==> src/shared/mdc_pkg.sv <==
// Shared constants for the multiply / divide / accumulate coprocessor
package mdc_pkg;

   // Operand and result widths
   localparam int unsigned DATA_W = 16;
   localparam int unsigned RES_W = 32;
   localparam int unsigned MODE_W = 7;

   // Mode word layout: output select in the upper field, operation below
   localparam int unsigned MODE_OP_LSB = 0;
   localparam int unsigned MODE_OP_MSB = 3;
   localparam int unsigned MODE_SEL_LSB = 4;
   localparam int unsigned MODE_SEL_MSB = 6;

   // Reset values of the stored state
   localparam logic [6:0] MODE_RESET = 7'h00;
   localparam logic [31:0] RES_RESET = 32'h0000_0000;

   // Output half selection codes
   localparam logic [2:0] SEL_LOW = 3'h0;
   localparam logic [2:0] SEL_HIGH = 3'h1;

   // Flag nibble returned with each answer, ordered C V Z N from bit 3 down
   localparam int unsigned FLAG_C = 3;
   localparam int unsigned FLAG_V = 2;
   localparam int unsigned FLAG_Z = 1;
   localparam int unsigned FLAG_N = 0;
   localparam logic [3:0] FLAGS_CLEAR = 4'h0;

   // Operation codes held in the low mode field
   typedef enum logic [3:0] {
      OP_CLEAR = 4'h0,
      OP_INIT16 = 4'h1,
      OP_INIT32 = 4'h2,
      OP_READ = 4'h3,
      OP_UMUL = 4'h4,
      OP_SMUL = 4'h5,
      OP_SMAC = 4'h7,
      OP_UDIV = 4'h8,
      OP_SDIV = 4'h9
   } mdc_op_e;

   // Divider timing: one step per quotient bit
   localparam logic [4:0] DIV_STEPS = 5'h10;
   // Cycles from operand acceptance to the answer of a division
   localparam int unsigned DIV_LATENCY = 19;

endpackage

==> src/hdl/mdc_divider.sv <==
`timescale 1ns/1ps
// Iterative restoring divider, 16 by 16 bit, signed or unsigned
module mdc_divider (
   input wire logic clock,
   input wire logic srst,
   input wire logic clk_en,
   input wire logic start,
   input wire logic signed_mode,
   input wire logic [15:0] dividend,
   input wire logic [15:0] divisor,
   output logic done,
   output logic [15:0] quotient,
   output logic [15:0] remainder
);

   // Divider sequencing states
   typedef enum logic [1:0] {
      DIV_IDLE = 2'b00,
      DIV_RUN = 2'b01,
      DIV_FIX = 2'b10
   } mdc_div_e;

   // Whole divider state in one record
   typedef struct packed {
      mdc_div_e state;
      logic [4:0] cnt;       // Steps taken so far
      logic [16:0] part;     // Partial remainder, one spare bit for the compare
      logic [15:0] quo;      // Dividend shifting out, quotient shifting in
      logic [15:0] dsr;      // Divisor magnitude
      logic neg_q;           // Quotient must be negated at the end
      logic neg_r;           // Remainder takes the dividend's sign
      logic done;            // One-cycle completion pulse
      logic [15:0] q_out;    // Final quotient
      logic [15:0] r_out;    // Final remainder
   } mdc_div_s;

   mdc_div_s st_reg;
   mdc_div_s st_next;
   logic [16:0] shifted;     // Partial remainder after the shift
   logic [16:0] trial;       // Trial subtraction

   // Next-state logic for the divider
   always_comb begin
      st_next = st_reg;
      st_next.done = 1'b0;
      shifted = {st_reg.part[15:0], st_reg.quo[15]};
      trial = shifted - {1'b0, st_reg.dsr};
      case (st_reg.state)
         DIV_IDLE: begin
            if (start) begin
               // Work on magnitudes; signs are restored at the end
               st_next.neg_q = signed_mode & (dividend[15] ^ divisor[15]);
               st_next.neg_r = signed_mode & dividend[15];
               st_next.quo = (signed_mode & dividend[15]) ? 16'(-dividend) : dividend;
               st_next.dsr = (signed_mode & divisor[15]) ? 16'(-divisor) : divisor;
               st_next.part = 17'h0_0000;
               st_next.cnt = 5'h00;
               st_next.state = DIV_RUN;
            end
         end
         DIV_RUN: begin
            // Keep the difference only when it did not go negative
            if (!trial[16]) begin
               st_next.part = trial;
               st_next.quo = {st_reg.quo[14:0], 1'b1};
            end else begin
               st_next.part = shifted;
               st_next.quo = {st_reg.quo[14:0], 1'b0};
            end
            st_next.cnt = st_reg.cnt + 5'h01;
            if (st_reg.cnt == mdc_pkg::DIV_STEPS - 5'h01) begin
               st_next.state = DIV_FIX;
            end
         end
         DIV_FIX: begin
            // Truncating division: remainder follows the dividend's sign
            st_next.q_out = st_reg.neg_q ? 16'(-st_reg.quo) : st_reg.quo;
            st_next.r_out = st_reg.neg_r ? 16'(-st_reg.part[15:0]) : st_reg.part[15:0];
            st_next.done = 1'b1;
            st_next.state = DIV_IDLE;
         end
         default: begin
            st_next.state = DIV_IDLE;
         end
      endcase
   end

   // State register, frozen while the clock enable is low
   always_ff @(posedge clock) begin
      if (srst) begin
         st_reg <= '0;
      end else if (clk_en) begin
         st_reg <= st_next;
      end
   end

   assign done = st_reg.done;
   assign quotient = st_reg.q_out;
   assign remainder = st_reg.r_out;

endmodule

==> src/hdl/mdc_coproc.sv <==
`timescale 1ns/1ps
// Functional notes
// - Multiply 16x16 to 32 bits in one cycle
// - Signed accumulate into result, detect overflow
// - Divide 16/16, quotient and remainder, 17-20 cycles
// - Core writes mode word; device stores it
// - Mode from source bits 6:0, destination ignored
// - Select field picks low or high half
// - Operation code 0 clears whole result
// - Code 1 loads 16-bit initial value low
// - Code 2 loads full 32-bit initial value
// - Code 3 returns stored half, no arithmetic
// - Codes 4/5 multiply, product overwrites result
// - Code 7 adds product to stored result
// - Operand send answers selected half plus flags
// - Result held until a later operation
// - Codes 8/9 divide with sent operands
// - Quotient low half, remainder high half
// - Accumulate reports overflow only, other flags zero
module mdc_coproc (
   input wire logic clock,
   input wire logic srst,
   input wire logic clk_en,
   input wire logic coproc_mode_write_instr,
   input wire logic coproc_operand_send_instr,
   input wire logic coproc_initial_load_instr,
   input wire logic [15:0] cop_dst,
   input wire logic [15:0] cop_src,
   output logic cop_ready,
   output logic cop_ans_valid,
   output logic [15:0] cop_ans_data,
   output logic [3:0] cop_ans_flags,
   output logic [6:0] cop_mode
);

   // Whole coprocessor state in one record
   typedef struct packed {
      logic [6:0] mode;        // Operation and output select word
      logic [31:0] res;        // Operation result register
      logic [15:0] ans_data;   // Half returned to the core
      logic [3:0] ans_flags;   // C V Z N returned to the core
      logic ans_valid;         // One-cycle answer strobe
      logic busy;              // Division in flight
   } mdc_core_s;

   mdc_core_s st_reg;
   mdc_core_s st_next;

   // Decoded fields of the stored mode word
   mdc_pkg::mdc_op_e op;
   logic [2:0] sel;

   // Arithmetic results, all combinational from the sent operands and the stored result
   logic [31:0] prod_u;        // Unsigned product
   logic signed [31:0] prod_s; // Signed product
   logic [32:0] mac_sum;       // Accumulation with one guard bit
   logic mac_ovf;              // Accumulation left the 32-bit signed range

   // Strobes accepted only while no division is running
   logic mode_take;
   logic send_take;
   logic load_take;

   // Divider handshake
   logic div_start;
   logic div_done;
   logic [15:0] div_quo;
   logic [15:0] div_rem;
   logic [31:0] div_res;

   // Picks the 16-bit half that the output select asks
   function automatic logic [15:0] pick_half(input logic [2:0] s, input logic [31:0] v);
      logic [15:0] h;
      // Reserved selections fall back to the low half
      if (s == mdc_pkg::SEL_HIGH) begin
         h = v[31:16];
      end else begin
         h = v[15:0];
      end
      return h;
   endfunction

   // Mode fields
   assign op = mdc_pkg::mdc_op_e'(st_reg.mode[mdc_pkg::MODE_OP_MSB:mdc_pkg::MODE_OP_LSB]);
   assign sel = st_reg.mode[mdc_pkg::MODE_SEL_MSB:mdc_pkg::MODE_SEL_LSB];

   // Single-cycle multiplier, both signednesses side by side
   assign prod_u = {16'h0000, cop_dst} * {16'h0000, cop_src};
   assign prod_s = $signed(cop_dst) * $signed(cop_src);

   // Accumulator with sign-extended guard bit
   assign mac_sum = {prod_s[31], prod_s} + {st_reg.res[31], st_reg.res};
   // Overflow shows as disagreement between guard and top bit
   assign mac_ovf = mac_sum[32] ^ mac_sum[31];

   // Every strobe waits behind a running division; the core sees ready low
   assign mode_take = coproc_mode_write_instr & ~st_reg.busy;
   assign send_take = coproc_operand_send_instr & ~st_reg.busy;
   assign load_take = coproc_initial_load_instr & ~st_reg.busy;

   // Division starts on an operand send in either divide mode
   assign div_start = send_take & ((op == mdc_pkg::OP_UDIV) | (op == mdc_pkg::OP_SDIV));

   // Quotient in the low half, remainder in the high half
   assign div_res = {div_rem, div_quo};

   // Iterative divider; its done pulse comes 18 cycles after start, the answer register adds the 19th
   mdc_divider u_div (
      .clock(clock),
      .srst(srst),
      .clk_en(clk_en),
      .start(div_start),
      .signed_mode(op == mdc_pkg::OP_SDIV),
      .dividend(cop_dst),
      .divisor(cop_src),
      .done(div_done),
      .quotient(div_quo),
      .remainder(div_rem)
   );

   // Next-state logic: mode writes, initial loads, operand sends, division end
   always_comb begin
      st_next = st_reg;
      // Answer strobe lasts exactly one cycle
      st_next.ans_valid = 1'b0;

      if (mode_take) begin
         // Only source bits 6:0 matter; the destination is not looked at
         st_next.mode = cop_src[6:0];
         // Writing the clear code wipes the result with no further send
         if (cop_src[3:0] == mdc_pkg::OP_CLEAR) begin
            st_next.res = mdc_pkg::RES_RESET;
         end
      end else if (load_take) begin
         // Initial values arrive on the load instruction only
         if (op == mdc_pkg::OP_INIT16) begin
            // Upper half cleared, source into the lower half
            st_next.res = {16'h0000, cop_src};
         end else if (op == mdc_pkg::OP_INIT32) begin
            // Destination high, source low
            st_next.res = {cop_dst, cop_src};
         end
      end else if (send_take) begin
         // Flags move only with an answer, so a send that answers nothing keeps them
         case (op)
            mdc_pkg::OP_READ: begin
               // Stored result returned untouched
               st_next.ans_data = pick_half(sel, st_reg.res);
               st_next.ans_flags = mdc_pkg::FLAGS_CLEAR;
               st_next.ans_valid = 1'b1;
            end
            mdc_pkg::OP_UMUL: begin
               // Product overwrites the result register
               st_next.res = prod_u;
               st_next.ans_data = pick_half(sel, prod_u);
               st_next.ans_flags = mdc_pkg::FLAGS_CLEAR;
               st_next.ans_valid = 1'b1;
            end
            mdc_pkg::OP_SMUL: begin
               // Signed product overwrites the result register
               st_next.res = prod_s;
               st_next.ans_data = pick_half(sel, prod_s);
               st_next.ans_flags = mdc_pkg::FLAGS_CLEAR;
               st_next.ans_valid = 1'b1;
            end
            mdc_pkg::OP_SMAC: begin
               // Product added to what the register already holds
               st_next.res = mac_sum[31:0];
               st_next.ans_data = pick_half(sel, mac_sum[31:0]);
               // Only the overflow flag may be raised
               st_next.ans_flags = mdc_pkg::FLAGS_CLEAR;
               st_next.ans_flags[mdc_pkg::FLAG_V] = mac_ovf;
               st_next.ans_valid = 1'b1;
            end
            mdc_pkg::OP_UDIV, mdc_pkg::OP_SDIV: begin
               // Hold off the core until the quotient is ready
               st_next.busy = 1'b1;
            end
            default: begin
               // Clear and load codes give no answer on a send; the result is kept
               st_next.res = st_reg.res;
            end
         endcase
      end

      // Division end: store both halves, answer, release the core
      if (st_reg.busy && div_done) begin
         st_next.res = div_res;
         st_next.ans_data = pick_half(sel, div_res);
         st_next.ans_flags = mdc_pkg::FLAGS_CLEAR;
         st_next.ans_valid = 1'b1;
         st_next.busy = 1'b0;
      end
   end

   // State register; clock enable low freezes everything including the result
   always_ff @(posedge clock) begin
      if (srst) begin
         st_reg.mode <= mdc_pkg::MODE_RESET;
         st_reg.res <= mdc_pkg::RES_RESET;
         st_reg.ans_data <= 16'h0000;
         st_reg.ans_flags <= mdc_pkg::FLAGS_CLEAR;
         st_reg.ans_valid <= 1'b0;
         st_reg.busy <= 1'b0;
      end else if (clk_en) begin
         st_reg <= st_next;
      end
   end

   // Ready is the inverted busy flop, so it falls one cycle after a divide send is taken
   assign cop_ready = ~st_reg.busy;
   // Answer outputs come straight from flip-flops
   assign cop_ans_valid = st_reg.ans_valid;
   assign cop_ans_data = st_reg.ans_data;
   assign cop_ans_flags = st_reg.ans_flags;
   // Stored mode made visible; software cannot read it back otherwise
   assign cop_mode = st_reg.mode;

endmodule

==> config.mk <==
export PLATFORM = sky130hd
export DESIGN_NAME = mdc_coproc
export DESIGN_NICKNAME = d
export VERILOG_FILES = /design/src/shared/mdc_pkg.sv /design/src/hdl/mdc_divider.sv /design/src/hdl/mdc_coproc.sv
export SDC_FILE = /design/constraint.sdc
export NUM_CORES = 2
export LEC_CHECK = 0
export BUFFER_PORTS_ARGS = -buffer_cell sky130_fd_sc_hd__buf_2
export CORE_MARGIN = 2
export CORE_UTILIZATION = 48
export CTS_CLUSTER_DIAMETER = 60
export DETAILED_ROUTE_END_ITERATION = 6
export PLACE_DENSITY = 0.66
export SETUP_SLACK_MARGIN = 0.15
export SLEW_MARGIN = 20
export SYNTH_ARGS = -nofsm -noshare
export SYNTH_HDL_FRONTEND = slang
export SYNTH_HIERARCHICAL = 1
export SYNTH_SLANG_ARGS = --single-unit
==> constraint.sdc <==
create_clock -name clock -period 7.25 [get_ports clock]
set_input_delay 0.3625 -clock clock [delete_from_list [all_inputs] [get_ports clock]]
set_output_delay 0.3625 -clock clock [all_outputs]
set_load 0.01 [all_outputs]
==> impl_metrics.ini <==
[critical_path]
cp_common_cell = buf_4
cp-end-kind = register
worst-setup-path-type = input port to register
cp.required_ps = 7620
critPathMaxFanout = 12
slowest_delay_ps = 590
slowest_stage = fa_2
start_kind = input port
crit_arrival_ps = 7490

[logic_synthesis]
synth_edf_count = 0
ys_ff_latch = 148
ys_seq_area_share_pct = 10.8
synth_area_mm2 = 0.0275
synth_area_leader_cell = fa_1
synth_cells = 3365
yosysWarnings = 6
synth_area_leaders = fa_1, dfxtp_1, ha_1
synth.most_common_cell = inv_1
synth_top_area_share_pct = 26.8
yosysUniqueCellTypes = 110
synth_common_cells = inv_1, fa_1, nand2_1
synth_flop_cell = dfxtp_1
synthArstFlopShare_pct = 0
syn_avg_cell_area_um2 = 8.18

[clock_tree]
clock-sinks = 148
cts-root-buf = clkbuf_16
path_clk_slew_ps = 70
cts.path.max_buffers = 2
cts_buffers = 17
clk_latency_ps = 450
htreeDepth = 4
cts_tree = done

[floorplanning]
die_w_um = 243
dieArea_mm2 = 0.0593
die_h_um = 243
num_rows = 87
ios = 67
start_util_pct = 48.7
core_mm2 = 0.0565

[grt]
grt_start_max_net_pins = 64
grt_pass1_wl_um = 154000
grt_antenna_before_repair = 3
grt_pass1_vias = 26000
grt_use_total_pct = 34.0
grt-ovfl-total = 0

[place]
place_hpwl_um = 82600
gp_congestion = 1.05
numPlacedInstances = 4443
io_buffers = 63

[sta]
clock.fmax_mhz = 141
worstMarginPinSlew_ps = 1040
finalSetupViolCount = 0
fin_skew_ps = 14.6
rsz0062_at_grt = yes
finalMaxSlewViolations = 0
min_period_over_period_pct = 98.2
slew_headroom_pct = 30.8
min_period_ps = 7120
hold_viol_final = 0

[final_layout]
drive_gt1_share_pct = 23.6
largest_reg_flops = 40
area_growth_pct = 24.2
nets = 4374
final_cells = 4530

[route]
drt-initial-drc-count = 2693
wirelength_um = 103000
vias = 26300
drc_errors = 2
dr.pass1.iters = 7
wl_per_cell_um = 22.7
ant_nets = 0
vias_per_cell = 5.81

[run_status]
status = complete, but fails checks
violations = design-rule violations

[worst_hold_path]
hold_path.class = input port to register

[flow_run]
drv_cap = 0
## logic make-up (layout without fill, tap and decap cells)
family | count (synthesis) | after routing | synth area share (%)
adder cells (fa/ha/maj) | 576 | 576 | 36.2
flip-flops | 148 | 148 | 10.8
XOR/XNOR | 156 | 156 | 4.99
AO/OA/AOI/OAI | 715 | 715 | 18.4
buffers and inverters | 741 | 1147 | 11.2
multiplexers | 24 | 24 | 0.878
AND/OR/NAND/NOR | 1004 | 1004 | 17.5
other | 1 | 4 | 0.0136
## metrics by stage
| stage | worst slack (ps) | cell area [um^2] | setup TNS (ps) | utilization (%) | hold slack, ps |
|---|---|---|---|---|---|
| 4_1_cts | 151 | 32900 | 0 | 58.3 | 313 |
| 2_1_floorplan | -164 | 27800 | -197 | - | 432 |
| 3_5_place_dp | -1030 | 31400 | -19720 | 55.5 | 448 |
| 3_3_place_gp | -1020 | 31400 | -17760 | 55.5 | 440 |
| 6_report | 133 | 34200 | 0 | 60.5 | 324 |
| 5_1_grt | -61.5 | 34200 | -86.8 | 60.5 | 326 |
## critical path: cells and delay by family
family,cells,cell delay (ps)
buffers and inverters,11,1310
AOI/OAI and AO/OA,7,1000
adders and majority gates,8,3680
and+or+nand+nor,5,1110
## final timing paths
kind	start	end	slack, ps	depth (start not counted)
setup / recovery	cop_src[2]	cop_ans_data[15]	130	31
setup reg to reg	cop_mode[0]	st_reg[43]	3330	8
hold / removal	srst	u_div/st_reg[89]	320	2
hold reg to reg	u_div/st_reg[88]	u_div/st_reg[88]	460	2
## routing by layer
| layer | part of all wire (%) | wire length [um] | track usage [%] | vias up |
|---|---|---|---|---|
| met1 | 41 | 42200 | 46.3 | 12800 |
| met5 | 0 | 0 | 0 | - |
| met4 | 5.3 | 5480 | 14.7 | 0 |
| li1 | - | - | - | 12000 |
| met2 | 45 | 45800 | 53.3 | 1277 |
| met3 | 9.1 | 9390 | 5.94 | 244 |
## cell usage in the layout (no fill, tap or decap), types with 12 or more instances in the layout
cell type and n:
a221oi_1 40, a21o_1 39, xor2_1 60, buf_4 484, nor4_1 14, buf_12 23
buf_6 35, clkbuf_16 20, o21a_1 22, nand4_1 19, a211oi_1 63, buf_2 34
dfxtp_1 148, fa_1 356, and2_4 15, mux2i_1 23, nand2b_1 29, o221ai_1 21
nand3_1 72, a21oi_2 17, o21ai_0 86, a21oi_1 145, xnor2_1 78, o21ai_1 28
inv_2 23, o31ai_1 19, ha_1 177, nand2_2 14, a31oi_1 26, and2_1 135
nand2_1 318, nor2b_1 21, o211ai_1 16, inv_1 501, ha_4 30, and3_1 15
nor3_1 56, fa_2 12, nor2_1 214
## final cells by class
type	instances	area [um^2]
Multi-Input combinational cell	2478	22800
Fill cell	5067	22300
Timing Repair Buffer	588	4880
Sequential cell	148	2960
Inverter	527	1990
Tap cell	756	946
Clock buffer	18	429
Clock inverter	14	141
Antenna cell	1	2.50
## what timing repair did
item / in CTS / in global routing
resized for setup: 182 / 195
setup buffers: 23 / 28
endpoints found under the setup margin: 31 / 36
hold buffers: 0 / 0
cloned: 0 / 3
pin swaps: 68 / 144
Power is not shown: default switching activity piles up to over one toggle a cycle in this logic, so the estimate is an artifact.
